### src/hdl/rsb_pkg.sv
// Constants, types and helper functions for the ring speed button selector.
// Assumes a 100 MHz system clock; every long count is derived from it here.
package rsb_pkg;

   // Clock rate and the derived cycles per millisecond
   localparam int unsigned CLK_HZ     = 100_000_000;
   localparam int unsigned CYC_PER_MS = CLK_HZ / 1000;

   // Operator timing, in milliseconds as specified
   localparam int unsigned LONG_MS  = 3000;
   localparam int unsigned SHORT_MS = 800;
   localparam int unsigned IDLE_MS  = 8000;
   localparam int unsigned DEB_MS   = 20;
   localparam int unsigned LONG_CYC  = LONG_MS * CYC_PER_MS;
   localparam int unsigned SHORT_CYC = SHORT_MS * CYC_PER_MS;
   localparam int unsigned IDLE_CYC  = IDLE_MS * CYC_PER_MS;
   localparam int unsigned DEB_CYC   = DEB_MS * CYC_PER_MS;

   // Widths
   localparam int unsigned CODE_W = 5;
   localparam int unsigned NODE_W = 4;
   localparam int unsigned EXT_W  = 4;
   localparam int unsigned ID_W   = 8;

   // Speed codes, legacy ones first
   localparam logic [4:0] SPD_LEG_4M = 5'h00;
   localparam logic [4:0] SPD_LEG_2M = 5'h01;
   localparam logic [4:0] SPD_2M     = 5'h02;
   localparam logic [4:0] SPD_4M     = 5'h04;
   localparam logic [4:0] SPD_8M     = 5'h08;
   localparam logic [4:0] SPD_16M    = 5'h10;

   // Display characters
   localparam logic [7:0] SYM_2   = 8'h32;
   localparam logic [7:0] SYM_4   = 8'h34;
   localparam logic [7:0] SYM_8   = 8'h38;
   localparam logic [7:0] SYM_16  = 8'h5D;
   localparam logic [7:0] SYM_ERR = 8'h45;

   // Ring addressing, fast channel capacity and boot capture count
   localparam logic [ID_W-1:0] ID_STEP    = 8'h0F;
   localparam logic [3:0]      FAST_IDN   = 4'h8;
   localparam logic [4:0]      FAST_WORDS = 5'h10;
   localparam logic [1:0]      INIT_DONE  = 2'h3;

   // Register map (byte addresses) and field positions
   localparam logic [11:0] OFS_CTRL  = 12'h000;
   localparam logic [11:0] OFS_STAT  = 12'h004;
   localparam logic [11:0] OFS_SPEED = 12'h008;
   localparam logic [11:0] OFS_NODE  = 12'h00C;
   localparam int unsigned CTRL_FB_BIT   = 8;
   localparam int unsigned STAT_ENV_BIT  = 8;
   localparam int unsigned STAT_ECOD_BIT = 9;
   localparam int unsigned STAT_CAND_LSB = 16;
   localparam int unsigned SPD_MBD_LSB   = 8;
   localparam int unsigned NODE_ID_LSB   = 8;
   localparam int unsigned NODE_IGN_BIT  = 16;
   localparam int unsigned NODE_IDN_LSB  = 20;
   localparam int unsigned NODE_WRD_LSB  = 24;

   // Selector states
   typedef enum logic [2:0] {ST_BOOT, ST_IDLE, ST_SELECT, ST_SAVE, ST_ERROR, ST_RESTART} rsb_st_e;

   // Nonvolatile store request and response, display drive
   typedef struct packed {
      logic              req;
      logic [CODE_W-1:0] code;
   } rsb_nv_req_s;
   typedef struct packed {
      logic ok;
      logic fail;
   } rsb_nv_rsp_s;
   typedef struct packed {
      logic       sel_mode;
      logic       err;
      logic [7:0] sym;
   } rsb_disp_s;

   // True for every code the hardware accepts
   function automatic logic code_valid(input logic [CODE_W-1:0] c);
      case (c)
         SPD_LEG_4M, SPD_LEG_2M, SPD_2M, SPD_4M, SPD_8M, SPD_16M: code_valid = 1'b1;
         default: code_valid = 1'b0;
      endcase
   endfunction

   // Legacy codes folded onto their modern equivalents
   function automatic logic [CODE_W-1:0] code_norm(input logic [CODE_W-1:0] c);
      case (c)
         SPD_LEG_4M: code_norm = SPD_4M;
         SPD_LEG_2M: code_norm = SPD_2M;
         default:    code_norm = c;
      endcase
   endfunction

   // Next candidate, wrapping from the top speed to the lowest
   function automatic logic [CODE_W-1:0] code_next(input logic [CODE_W-1:0] c);
      case (code_norm(c))
         SPD_2M:  code_next = SPD_4M;
         SPD_4M:  code_next = SPD_8M;
         SPD_8M:  code_next = SPD_16M;
         default: code_next = SPD_2M;
      endcase
   endfunction

   // Display character of a code
   function automatic logic [7:0] code_sym(input logic [CODE_W-1:0] c);
      case (code_norm(c))
         SPD_2M:  code_sym = SYM_2;
         SPD_4M:  code_sym = SYM_4;
         SPD_8M:  code_sym = SYM_8;
         SPD_16M: code_sym = SYM_16;
         default: code_sym = SYM_ERR;
      endcase
   endfunction

   // Rate in MBd; modern codes equal their rate, zero for a bad code
   function automatic logic [CODE_W-1:0] code_mbd(input logic [CODE_W-1:0] c);
      code_mbd = code_valid(c) ? code_norm(c) : 5'h00;
   endfunction

endpackage

### src/hdl/rsb_speed_selector.sv
// Ring speed selector: button procedure, speed code store, node address and APB registers.
// Assumes an external nonvolatile store that answers each write with ok or fail,
// and a system that resets the drive when drive_rst_req pulses.
`timescale 1ns/100ps
`default_nettype none
module rsb_speed_selector
   import rsb_pkg::*;
#(
   parameter int unsigned DEB_N   = DEB_CYC,
   parameter int unsigned SHORT_N = SHORT_CYC,
   parameter int unsigned LONG_N  = LONG_CYC,
   parameter int unsigned IDLE_N  = IDLE_CYC
) (
   // Clock and reset
   input  wire logic              clk,
   input  wire logic              sys_rst,
   // APB slave
   input  wire logic [11:0]       paddr,
   input  wire logic              psel,
   input  wire logic              penable,
   input  wire logic              pwrite,
   input  wire logic [31:0]       pwdata,
   output logic [31:0]            prdata,
   output logic                   pready,
   output logic                   pslverr,
   // Operator button and display
   input  wire logic              boot_btn_n,
   input  wire logic [7:0]        status_sym,
   output var  rsb_disp_s         disp,
   // Node address switch
   input  wire logic [NODE_W-1:0] node_sw,
   // Nonvolatile store
   input  wire logic [CODE_W-1:0] nv_boot_code,
   output var  rsb_nv_req_s       nv_req,
   input  wire rsb_nv_rsp_s       nv_rsp,
   // Drive side
   output logic [CODE_W-1:0]      link_speed_code_param,
   output logic [CODE_W-1:0]      ring_rate_mbd,
   output logic [ID_W-1:0]        host_drive_bus_id,
   output logic                   node_ignored,
   output logic                   ring_en,
   output logic                   fieldbus_en,
   output logic                   drive_rst_req
);

   // Whole block state in one record
   typedef struct packed {
      rsb_st_e           st;
      logic [1:0]        init_cnt;
      logic [NODE_W-1:0] sw_s1;
      logic [NODE_W-1:0] sw_s2;
      logic [NODE_W-1:0] node;
      logic [EXT_W-1:0]  ext;
      logic              fb_sel;
      logic [CODE_W-1:0] stored;
      logic [CODE_W-1:0] cand;
      logic [31:0]       idle_cnt;
      logic              err_nv;
      logic              err_code;
      logic              rst_pls;
      logic [31:0]       rdata;
      rsb_disp_s         disp;
   } rsb_top_s;

   rsb_top_s top_reg;
   rsb_top_s top_next;

   logic btn_held;
   logic btn_short;
   logic btn_long;

   // Button timing
   rsb_press_timer #(
      .DEB_N   (DEB_N),
      .SHORT_N (SHORT_N),
      .LONG_N  (LONG_N)
   ) u_press (
      .clk       (clk),
      .sys_rst   (sys_rst),
      .btn_n     (boot_btn_n),
      .pressed   (btn_held),
      .short_pls (btn_short),
      .long_pls  (btn_long)
   );

   // APB decode
   logic        setup_ph;
   logic        wr_acc;
   logic        addr_hit;
   logic [31:0] rd_mux;
   logic [ID_W-1:0] eff_id;
   logic        spd_wr_ok;

   assign setup_ph = psel && !penable;
   assign wr_acc   = psel && penable && pwrite;
   assign addr_hit = (paddr == OFS_CTRL) || (paddr == OFS_STAT) ||
                     (paddr == OFS_SPEED) || (paddr == OFS_NODE);
   assign spd_wr_ok = code_valid(pwdata[CODE_W-1:0]) && (pwdata[31:CODE_W] == '0);

   // Identifier extended beyond the switch range
   assign eff_id = ID_W'(top_reg.node) + ID_W'(ID_STEP * ID_W'(top_reg.ext));

   // Read data, captured in the setup phase so it is stable in access
   always_comb begin
      rd_mux = 32'h0000_0000;
      case (paddr)
         OFS_CTRL: begin
            rd_mux[EXT_W-1:0]  = top_reg.ext;
            rd_mux[CTRL_FB_BIT] = top_reg.fb_sel;
         end
         OFS_STAT: begin
            rd_mux[2:0]                                 = top_reg.st;
            rd_mux[STAT_ENV_BIT]                        = top_reg.err_nv;
            rd_mux[STAT_ECOD_BIT]                       = top_reg.err_code;
            rd_mux[STAT_CAND_LSB +: CODE_W]             = top_reg.cand;
         end
         OFS_SPEED: begin
            rd_mux[CODE_W-1:0]              = top_reg.stored;
            rd_mux[SPD_MBD_LSB +: CODE_W]   = code_mbd(top_reg.stored);
         end
         OFS_NODE: begin
            rd_mux[NODE_W-1:0]             = top_reg.node;
            rd_mux[NODE_ID_LSB +: ID_W]    = eff_id;
            rd_mux[NODE_IGN_BIT]           = (top_reg.node == '0);
            rd_mux[NODE_IDN_LSB +: 4]      = FAST_IDN;
            rd_mux[NODE_WRD_LSB +: CODE_W] = FAST_WORDS;
         end
         default: rd_mux = 32'h0000_0000;
      endcase
   end

   // Next-state logic for the selector, store and registers
   always_comb begin
      top_next         = top_reg;
      top_next.sw_s1   = node_sw;
      top_next.sw_s2   = top_reg.sw_s1;
      top_next.rst_pls = 1'b0;
      if (setup_ph) begin
         top_next.rdata = rd_mux;
      end

      // Register writes; status flags clear by writing one
      if (wr_acc && top_reg.st != ST_BOOT) begin
         case (paddr)
            OFS_CTRL: begin
               top_next.ext    = pwdata[EXT_W-1:0];
               top_next.fb_sel = pwdata[CTRL_FB_BIT];
            end
            OFS_STAT: begin
               if (pwdata[STAT_ENV_BIT]) begin
                  top_next.err_nv = 1'b0;
               end
               if (pwdata[STAT_ECOD_BIT]) begin
                  top_next.err_code = 1'b0;
               end
            end
            default: begin
            end
         endcase
      end

      case (top_reg.st)
         // Let the switch synchroniser settle, then take strap and stored code
         ST_BOOT: begin
            top_next.init_cnt = top_reg.init_cnt + 2'h1;
            if (top_reg.init_cnt == INIT_DONE) begin
               top_next.node   = top_reg.sw_s2;
               top_next.stored = nv_boot_code;
               top_next.cand   = code_norm(nv_boot_code);
               top_next.st     = ST_IDLE;
            end
         end
         ST_IDLE: begin
            if (btn_long) begin
               top_next.cand     = code_norm(top_reg.stored);
               top_next.idle_cnt = 32'h0000_0000;
               top_next.st       = ST_SELECT;
            end
         end
         ST_SELECT: begin
            // Leaving here touches only the candidate, never the stored code
            if (btn_held) begin
               top_next.idle_cnt = 32'h0000_0000;
            end else if (top_reg.idle_cnt >= IDLE_N - 1) begin
               top_next.st = ST_IDLE;
            end else begin
               top_next.idle_cnt = top_reg.idle_cnt + 32'h0000_0001;
            end
            if (btn_short) begin
               top_next.cand = code_next(top_reg.cand);
            end
            if (btn_long) begin
               if (code_valid(top_reg.cand)) begin
                  top_next.st = ST_SAVE;
               end else begin
                  top_next.err_code = 1'b1;
               end
            end
         end
         // Stored value follows only a confirmed save
         ST_SAVE: begin
            if (nv_rsp.fail) begin
               top_next.err_nv = 1'b1;
               top_next.st     = ST_ERROR;
            end else if (nv_rsp.ok) begin
               top_next.stored  = top_reg.cand;
               top_next.rst_pls = 1'b1;
               top_next.st      = ST_RESTART;
            end
         end
         ST_ERROR: begin
            if (!btn_held) begin
               top_next.idle_cnt = 32'h0000_0000;
               top_next.st       = ST_SELECT;
            end
         end
         ST_RESTART: begin
            top_next.st = ST_IDLE;
         end
         default: top_next.st = ST_IDLE;
      endcase

      // Software commit; taken only when the operator is not mid-save
      if (wr_acc && paddr == OFS_SPEED &&
          (top_reg.st == ST_IDLE || top_reg.st == ST_SELECT)) begin
         if (spd_wr_ok) begin
            top_next.cand = pwdata[CODE_W-1:0];
            top_next.st   = ST_SAVE;
         end else begin
            top_next.err_code = 1'b1;
         end
      end

      // Status versus selection display
      case (top_next.st)
         ST_SELECT, ST_SAVE: begin
            top_next.disp.sel_mode = 1'b1;
            top_next.disp.err      = 1'b0;
            top_next.disp.sym      = code_sym(top_next.cand);
         end
         ST_ERROR: begin
            top_next.disp.sel_mode = 1'b1;
            top_next.disp.err      = 1'b1;
            top_next.disp.sym      = SYM_ERR;
         end
         default: begin
            top_next.disp.sel_mode = 1'b0;
            top_next.disp.err      = 1'b0;
            top_next.disp.sym      = status_sym;
         end
      endcase
   end

   // State register
   always_ff @(posedge clk or posedge sys_rst) begin
      if (sys_rst) begin
         top_reg <= '0;
      end else begin
         top_reg <= top_next;
      end
   end

   // APB answers in the first access cycle
   assign prdata  = top_reg.rdata;
   assign pready  = 1'b1;
   assign pslverr = psel && penable && !addr_hit;

   // Outputs toward store, display and drive
   assign disp                  = top_reg.disp;
   assign nv_req.req            = (top_reg.st == ST_SAVE);
   assign nv_req.code           = top_reg.cand;
   assign link_speed_code_param = top_reg.stored;
   assign ring_rate_mbd         = code_mbd(top_reg.stored);
   assign host_drive_bus_id     = eff_id;
   assign node_ignored          = (top_reg.node == '0);
   // One board only; nothing runs until the boot capture is done
   assign ring_en               = !top_reg.fb_sel && (top_reg.st != ST_BOOT);
   assign fieldbus_en           = top_reg.fb_sel && (top_reg.st != ST_BOOT);
   assign drive_rst_req         = top_reg.rst_pls;

endmodule
`default_nettype wire

### src/hdl/rsb_press_timer.sv
// Button synchroniser, debouncer and press-length classifier.
// Assumes an active-low pushbutton pin from outside the clock domain.
`timescale 1ns/100ps
`default_nettype none
module rsb_press_timer
   import rsb_pkg::*;
#(
   parameter int unsigned DEB_N   = DEB_CYC,
   parameter int unsigned SHORT_N = SHORT_CYC,
   parameter int unsigned LONG_N  = LONG_CYC
) (
   // Clock and reset
   input  wire logic clk,
   input  wire logic sys_rst,
   // Button pin
   input  wire logic btn_n,
   // Classified events
   output logic      pressed,
   output logic      short_pls,
   output logic      long_pls
);

   typedef struct packed {
      logic        s1;
      logic        s2;
      logic        deb;
      logic [31:0] deb_cnt;
      logic [31:0] dur;
      logic        long_done;
      logic        short_pls;
      logic        long_pls;
   } rsb_pt_s;

   rsb_pt_s pt_reg;
   rsb_pt_s pt_next;

   // Debounce, then time the press from the debounced edges
   always_comb begin
      pt_next           = pt_reg;
      pt_next.s1        = ~btn_n;
      pt_next.s2        = pt_reg.s1;
      pt_next.short_pls = 1'b0;
      pt_next.long_pls  = 1'b0;
      // Both edges see the same debounce lag, so durations stay honest
      if (pt_reg.s2 != pt_reg.deb) begin
         pt_next.deb_cnt = pt_reg.deb_cnt + 32'h0000_0001;
         if (pt_reg.deb_cnt >= DEB_N - 1) begin
            pt_next.deb     = pt_reg.s2;
            pt_next.deb_cnt = 32'h0000_0000;
         end
      end else begin
         pt_next.deb_cnt = 32'h0000_0000;
      end
      if (pt_next.deb && !pt_reg.deb) begin
         pt_next.dur       = 32'h0000_0000;
         pt_next.long_done = 1'b0;
      end else if (pt_reg.deb) begin
         // Saturate so a very long hold cannot wrap into a short one
         if (pt_reg.dur < LONG_N) begin
            pt_next.dur = pt_reg.dur + 32'h0000_0001;
         end
         if (pt_reg.dur == LONG_N - 1 && !pt_reg.long_done) begin
            pt_next.long_pls  = 1'b1;
            pt_next.long_done = 1'b1;
         end
         // A release between the thresholds raises nothing
         if (!pt_next.deb && pt_reg.dur < SHORT_N) begin
            pt_next.short_pls = 1'b1;
         end
      end
   end

   // State register
   always_ff @(posedge clk or posedge sys_rst) begin
      if (sys_rst) begin
         pt_reg <= '0;
      end else begin
         pt_reg <= pt_next;
      end
   end

   assign pressed   = pt_reg.deb;
   assign short_pls = pt_reg.short_pls;
   assign long_pls  = pt_reg.long_pls;

endmodule
`default_nettype wire

### config.mk
export PLATFORM = sky130hd
export DESIGN_NAME = rsb_speed_selector
export DESIGN_NICKNAME = d
export VERILOG_FILES = /design/src/hdl/rsb_pkg.sv /design/src/hdl/rsb_speed_selector.sv /design/src/hdl/rsb_press_timer.sv
export SDC_FILE = /design/constraint.sdc
export NUM_CORES = 1
export LEC_CHECK = 0
export BUFFER_PORTS_ARGS = -buffer_cell sky130_fd_sc_hd__buf_2
export CAP_MARGIN = 20
export CORE_MARGIN = 5
export CORE_UTILIZATION = 53
export DETAILED_ROUTE_END_ITERATION = 8
export PLACE_DENSITY = 0.75
export SYNTH_ARGS = -nofsm -noshare
export SYNTH_HDL_FRONTEND = slang
export SYNTH_SLANG_ARGS = --single-unit
### constraint.sdc
create_clock -name clk -period 10.7 [get_ports clk]
set_clock_uncertainty 0.05 [all_clocks]
set_input_delay 1.07 -clock clk [delete_from_list [all_inputs] [get_ports clk]]
set_output_delay 1.07 -clock clk [all_outputs]
set_load 0.05 [all_outputs]
# == Word level (Yosys, flattened, before mapping) ==
# Cells that the tools add are included.
# Widths: inputs -> output; s select.
# op_classes
addsub,5
n_mul,1
order_cmp,4
n_eq_ne,43
n_mux,78
bitwise_logic,1
reduce_logical,48
# op_table
cell,n
$mux 32,5
$add 32x1->32 const B,3
$pmux 32 s3,1
$mux 33,2
$mux 5,10
$pmux 5 s2,5
$mux 3,13
$mux 37,1
$mux 35,1
$eq 32x29->1 const B,1
$ge 32x21->1 const B,1
$ge 32x30->1 const B,1
$lt 32x27->1 const B,1
$lt 32x29->1 const B,1
$pmux 5 s3,2
$pmux 7 s4,1
$logic_not 27->1,1
$eq 5x1->1 const B,5
$eq 5x2->1 const B,5
$eq 5x3->1 const B,5
$eq 5x4->1 const B,5
$logic_not 5->1,5
$eq 12x4->1 const B,2
$mux 1,24
other kinds (36),79
# word_totals
register_bits,173
inputBits,69
out_inout_bits,72
word_cells,205

# == Depth between registers and ports, before layout ==
# Gate-level depths: netlist (run 1).
# depth
depth_word,16
mapped_depth,12
mapped_depth_nobuf,12

# == Modules after synthesis ==
# Synthesis (run 1) repeated with hierarchy kept, for this count alone.
# unflattened
hier_cells,1044
hier_area_um2,9703.1
# modules_own_cells
module,n_inst,cells_per_inst,area_each_um2,seq_area_each_um2
rsb_speed_selector,1,687,6218.5,2402.3
rsb_press_timer,1,357,3484.6,1751.7

# == Worst setup path after synthesis (run 1) ==
# OpenSTA, ideal clock, no wires.
# synth_timing
kind,register -> output
startpoint,reg top_reg[89] (netlist name)
endpoint,out host_drive_bus_id[7]
arrival_ns,3.663
t_required_ns,9.580
setup_slack_ns,5.917
path_stages_with_launch,12
path_buffers,0
path_cell_list,dfrtp_1 fa_1 inv_1 fa_1 fa_1 inv_1 ha_1 a21oi_1 o21bai_1 a21o_1 a21oi_1 xnor2_1
# synth_between
elab_chain_len,2
# synth_lines
element,line,source
start: declaration,rsb_speed_selector.sv:65,rsb_top_s top_reg;
start signal: assignment,rsb_speed_selector.sv:259,top_reg <= top_next;
$mul 4x4->8,rsb_speed_selector.sv:101,assign eff_id = ID_W'(top_reg.node) + ID_W'(ID_STEP * ID_W'(top_reg.ext));
$add 4x8->8,rsb_speed_selector.sv:101,
end: declaration,rsb_speed_selector.sv:39,"output logic [ID_W-1:0] host_drive_bus_id,"
# No other way between the ends.

# == Final worst setup path (run 1) ==
# Ends and elaborated chain as after synthesis.

==> flow_summary.json, run 1 <==
{
  "vias": 7179,
  "muxShareOfSynthArea_pct": 2.89,
  "crit_path_end_kind": "output pin",
  "fmax_mhz": 197,
  "drive_gt1_share_pct": 17.9,
  "async_flop_share_pct": 100,
  "synthCells": 966,
  "syn2layout_area_growth_pct": 12.2,
  "ys_seq_area_share_pct": 45.7,
  "syn_avg_cell_area_sq_um": 9.40,
  "synth-edff-count": 0,
  "ys.flop_type": "dfrtp_1",
  "post-route-period-util_pct": 47.4,
  "fin_nets": 1148,
  "setup_viol": 0,
  "holdBufCountCts": 0,
  "grt_use_total_pct": 20.3,
  "dieArea_sq_um": 19900,
  "final_cells": 1285,
  "synth-adder-area-share_pct": 4.22,
  "antenna_left": 0,
  "cts.reportedPaths.clkPinSlew_ps": 70,
  "rows": 47,
  "antenna_found_initial": 0,
  "hold_class": "reg -> reg",
  "hold_viol": 0,
  "synth_compound_area_share_pct": 9.52,
  "drt_iter0_markers": 637,
  "port_buffers": 126,
  "yosysMostFrequentCell": "dfrtp_1",
  "avgRoutedWirePerCell_microns": 15.6,
  "status": "complete, no violations",
  "cts.sinks": 166,
  "grt_pass1_vias": 6792,
  "finalSetupTns_ps": 0,
  "cp.required_ps": 9580,
  "rsz0062_at_grt": "false",
  "diodes": 0,
  "cp.arrival_ps": 3950,
  "drt_wl_total_microns": 20000,
  "cts_buffer_depth": 2,
  "synthSimpleGateAreaFrac_pct": 22.7,
  "grt-ovfl-total": 0,
  "total_leakage_power_uw": 0.00479,
  "ys.warnings.count": 0,
  "cts_tree": "yes",
  "htreeDepth": 4,
  "worst-slew-pin-transition_ps": 881,
  "worstSetupPathType": "reg -> out",
  "cts_setup_buffers": 0,
  "ios": 141,
  "pwr_density_cell_nw_per_um2": 132,
  "dp_hpwl_microns": 14500,
  "ys_types": 63,
  "finalCoreUtilization_pct": 61.0,
  "place.gp.congestion": 0.891,
  "netlist_area_sq_um": 9080,
  "die_w_microns": 141,
  "synth_common_cells": "dfrtp_1 (166), nor2_1 (125), nand2_1 (84)",
  "avgViaCountPerCell": 5.59,
  "synth.largest_area_cell": "dfrtp_1",
  "cap_viol_max_count": 0,
  "fill_cells": 1412,
  "maxSlewHeadroom_pct": 41.3,
  "numCtsBuffers": 17,
  "drc_errors": 0,
  "synth_top_cell_area_share_pct": 45.7,
  "ys_seq_elements": 166,
  "cts.repair.resized": 0,
  "core-area_sq_um": 16700,
  "synth_top_family_by_area": "simple AND/OR/NAND/NOR gates",
  "regArea_sq_um": 4150,
  "die_height_microns": 141,
  "critPathLaunchType": "register",
  "synth_top_cells_by_area": "dfrtp_1 (46%), nor2_1 (5.2%), buf_4 (4.5%)",
  "grt_max_degree": 96,
  "final-max-slew-violation-count": 0,
  "grt_pass1_wl_microns": 33200,
  "drt_pass1_iterations": 5,
  "multi_input_area_sq_um": 4340,
  "irDropWorstVdd_uv": 118,
  "clockRootBuffer": "clkbuf_16",
  "path_max_fanout": 6,
  "start_util_pct": 54.4,
  "synth_xor_area_share_pct": 7.33,
  "clk_latency_ps": 430,
  "period_minus_slack_ps": 5070,
  "largest_reg_flops": 66,
  "placed_cells": 1252
}
-- cell type report --
cell class	instances	area share [%]
clock buffers	19	4.35
clock inverters	13	1.45
inverters	39	1.49
multi-input cells	696	42.6
flip-flops and latches	166	40.8
well taps	220	2.70
repair buffers	132	6.63
-- worst paths after layout --
check,start,to,slack (ps),cells after the start
worst min-delay path,top_next[99],top_reg[99],300,0
worst min register to register,top_next[99],top_reg[99],300,0
max in group asynchronous,sys_rst,nv_req[3],8480,3
worst max register to register,top_reg[89],prdata[15],7160,12
min in group asynchronous,sys_rst,u_press.pt_reg[6],740,2
worst max-delay path,top_reg[89],host_drive_bus_id[7],5630,12
-- worst max-delay path, cell delays in order, from the launching register on --
cell and delay (ps):
dfrtp_1 470, fa_1 590, inv_1 60, fa_1 480, fa_1 520, inv_1 40
ha_1 330, a21oi_1 140, o21bai_1 100, a21o_1 190, a21oi_1 160, xnor2_1 150
buf_2 290
-- metal layers --
metal  up-vias  GRT usage, %  wire length [microns]
li1       3456             -                      -
met2       250          32.1                   9300
met5         -             0                      0
met4         0          7.29                    487
met3        44          4.20                   1480
met1      3429          28.1                   8770
-- layout by cell type (no fill, tap or decap), types with 21 or more instances in the layout --
| cell type | instances |
|---|---|
| dfrtp_1 | 166 |
| buf_2 | 126 |
| nor2_1 | 125 |
| nand2_1 | 84 |
| nand3_1 | 57 |
| o21ai_0 | 45 |
| xnor2_1 | 42 |
| inv_1 | 37 |
| xor2_1 | 34 |
| a21oi_1 | 25 |
| conb_1 | 25 |
| and3_1 | 22 |
| ha_1 | 21 |
-- cell families (layout without fill, tap and decap cells) --
kind of cell    after synthesis  count (layout)
simple gates                413             413
flops                       166             166
compound gates              134             134
buf+inv                     127             203
xor+xnor                     76              76
fa+ha+maj                    27              27
mux                          21              21
other cells                   2              25
-- report_power, final --
group          internal, uW  switching [uW]  total [uW]
combinational          23.3            62.3        85.6
clock                   353             258         611
sequential              636            7.58         644
total                  1010             328        1340
-- per-stage QoR --
step | hold WS [ps] | worst slack (ps) | power [uW] | instance area, sq um
after floorplan | 281 | 5090 | 718 | 9170
after global placement | 282 | 6150 | 740 | 9590
after detailed placement | 287 | 6070 | 741 | 9590
after CTS | 303 | 5580 | 1350 | 10200
after global routing | 314 | 5440 | 1390 | 10200
final | 299 | 5630 | 1340 | 10200
Note: power is estimated with default switching activity, not from simulation.
==> run 2: changes to the inputs <==
Clock period 10.7 ns to 5.3 ns, I/O delays scaled along.
==> run 2 against run 1 <==
  * Sequential share of layout area about the same
  * Die area unchanged
  * Final cell count unchanged
  * Clock power up 100%
  * Hold slack worse by 170 ps
  * Register-to-register slack worse by 5400 ps
  * Utilization about the same
  * Via count down 0.46%
  * Power up 100%
  * Critical endpoint unchanged
  * Largest cell class unchanged
  * Highest routed layer unchanged
==> flow_summary.json, run 2 (same netlist as run 1, synthesis figures left out) <==
{
  "status": "complete, no violations",
  "place_ws_ps": 1170,
  "antenna_left": 0,
  "drive_gt1_share_pct": 18.0,
  "die_height_microns": 141,
  "period_minus_slack_ps": 4560,
  "worstSetupPathType": "reg -> out",
  "drc_errors": 0,
  "drt_wl_total_microns": 20100,
  "final_cell_mix": "dfrtp_1 (166), buf_2 (126), nor2_1 (125), nand2_1 (84), nand3_1 (57)",
  "reg2reg_slack_ps": 1730,
  "rr_endpoint": "prdata[15]",
  "crit_path_frequent_cell": "fa_1",
  "maxSlewHeadroom_pct": 46.7,
  "cp.required_ps": 4720,
  "dieArea_sq_um": 19900,
  "critPathLaunch": "top_reg[89]",
  "final_cells": 1285,
  "cts.sinks": 166,
  "fill_cells": 1429,
  "clockRootBuffer": "clkbuf_16",
  "worst-slew-pin-transition_ps": 792,
  "clk_latency_ps": 420,
  "vias": 7146,
  "antenna_found_initial": 0,
  "post-route-period-util_pct": 86.0,
  "cts.reportedPaths.clkPinSlew_ps": 60,
  "core-area_sq_um": 16700,
  "cap_viol_max_count": 0,
  "grt_pass1_wl_microns": 32800,
  "pwr_density_cell_nw_per_um2": 266,
  "avgViaCountPerCell": 5.56,
  "setup_viol": 0,
  "rows": 47,
  "placed_cells": 1253,
  "port_buffers": 126,
  "critPathLaunchType": "register",
  "cts.repair.resized": 0,
  "r2r_cells": 12,
  "grt-ovfl-total": 0,
  "clkPwrFrac_pct": 45.6,
  "crit_path_end_kind": "output pin",
  "hold_viol": 0,
  "place.gp.congestion": 0.925,
  "die_w_microns": 141,
  "fmax_mhz": 219,
  "setup_ws_ps": 744,
  "hold_class": "in -> async",
  "dp_hpwl_microns": 14400,
  "p_comb_share_pct": 6.4,
  "p_sw_uw": 664,
  "final-max-slew-violation-count": 0,
  "avgRoutedWirePerCell_microns": 15.6,
  "layout_commonest_cell": "dfrtp_1",
  "cp.arrival_ps": 3980,
  "worst_r2r_startpoint": "top_reg[89]",
  "finalSetupTns_ps": 0,
  "holdBufCountCts": 0,
  "cts_buffer_depth": 2,
  "p_sw_share_pct": 24.5,
  "diodes": 0,
  "largest_reg_flops": 66,
  "grt_max_degree": 70,
  "path_max_fanout": 6,
  "drt_iter0_markers": 525,
  "total_leakage_power_uw": 0.00479,
  "rsz0062_at_grt": "false",
  "numCtsBuffers": 17,
  "start_util_pct": 54.4,
  "ios": 141,
  "syn2layout_area_growth_pct": 12.3,
  "htreeDepth": 4,
  "grt_use_total_pct": 20.2,
  "p_int_uw": 2040,
  "grt_pass1_vias": 6654,
  "seqPwrFrac_pct": 48.0,
  "irDropWorstVdd_uv": 224,
  "drt_pass1_iterations": 5,
  "multi_input_area_sq_um": 4340,
  "cp_slowest_cell": "fa_1",
  "cp_slowest_stage_delay_ps": 600,
  "fin_nets": 1149,
  "regArea_sq_um": 4150,
  "cts_tree": "yes",
  "crit_chain": "fa_1, inv_1, fa_1, fa_1, inv_1, ha_1, a21oi_1, o21bai_1, a21o_1, a21oi_1, xnor2_1, buf_2",
  "cts_setup_buffers": 0
}
-- run 2: worst max-delay path: cells and delay by family (launching register included) --
family	cells	cell delay (ps)
xor+xnor	1	150
compound gates	4	620
flops	1	460
buf+inv	3	400
fa+ha+maj	4	1930
-- run 2: power groups by stage --
stage / registers, uW / logic [uW] / clock network, uW
floorplan: 1320 / 134 / 0
global placement: 1320 / 172 / 0
detailed placement: 1320 / 173 / 0
CTS: 1300 / 174 / 1260
global route: 1300 / 191 / 1310
finish: 1300 / 173 / 1240
-- run 2: area by class of cell --
type / count / area share, %
Timing Repair Buffer: 133 / 6.70
Sequential cell: 166 / 40.8
Clock inverter: 13 / 1.45
Tap cell: 220 / 2.70
Clock buffer: 18 / 4.31
Inverter: 39 / 1.49
Multi-Input combinational cell: 696 / 42.6
-- run 2: worst max-delay path by stage --
stage                            to  slack (ps)  cells after the start
2_1_floorplan               disp[0]         230                      1
3_3_place_gp   host_drive_bus_id[7]        1280                     12
3_5_place_dp   host_drive_bus_id[7]        1170                     12
4_1_cts        host_drive_bus_id[7]         720                     12
5_1_grt        host_drive_bus_id[7]         590                     12
6_report       host_drive_bus_id[7]         740                     12
-- run 2: per-layer routing --
metal	up-vias	routed length, microns	GRT usage [%]
met5	-	0	0
met4	0	493	7.96
met3	34	1190	4.03
met2	218	9350	32.0
met1	3445	9030	27.7
li1	3449	-	-
-- run 2: through the flow --
| stage | hold slack, ps | util [%] | instance area [sq um] | power, uW |
|---|---|---|---|---|
| floorplan | 281 | - | 9170 | 1450 |
| global placement | 283 | 57.5 | 9600 | 1490 |
| detailed placement | 288 | 57.5 | 9600 | 1500 |
| CTS | 146 | 61.0 | 10200 | 2730 |
| global route | 147 | 61.0 | 10200 | 2800 |
| finish | 126 | 61.0 | 10200 | 2710 |
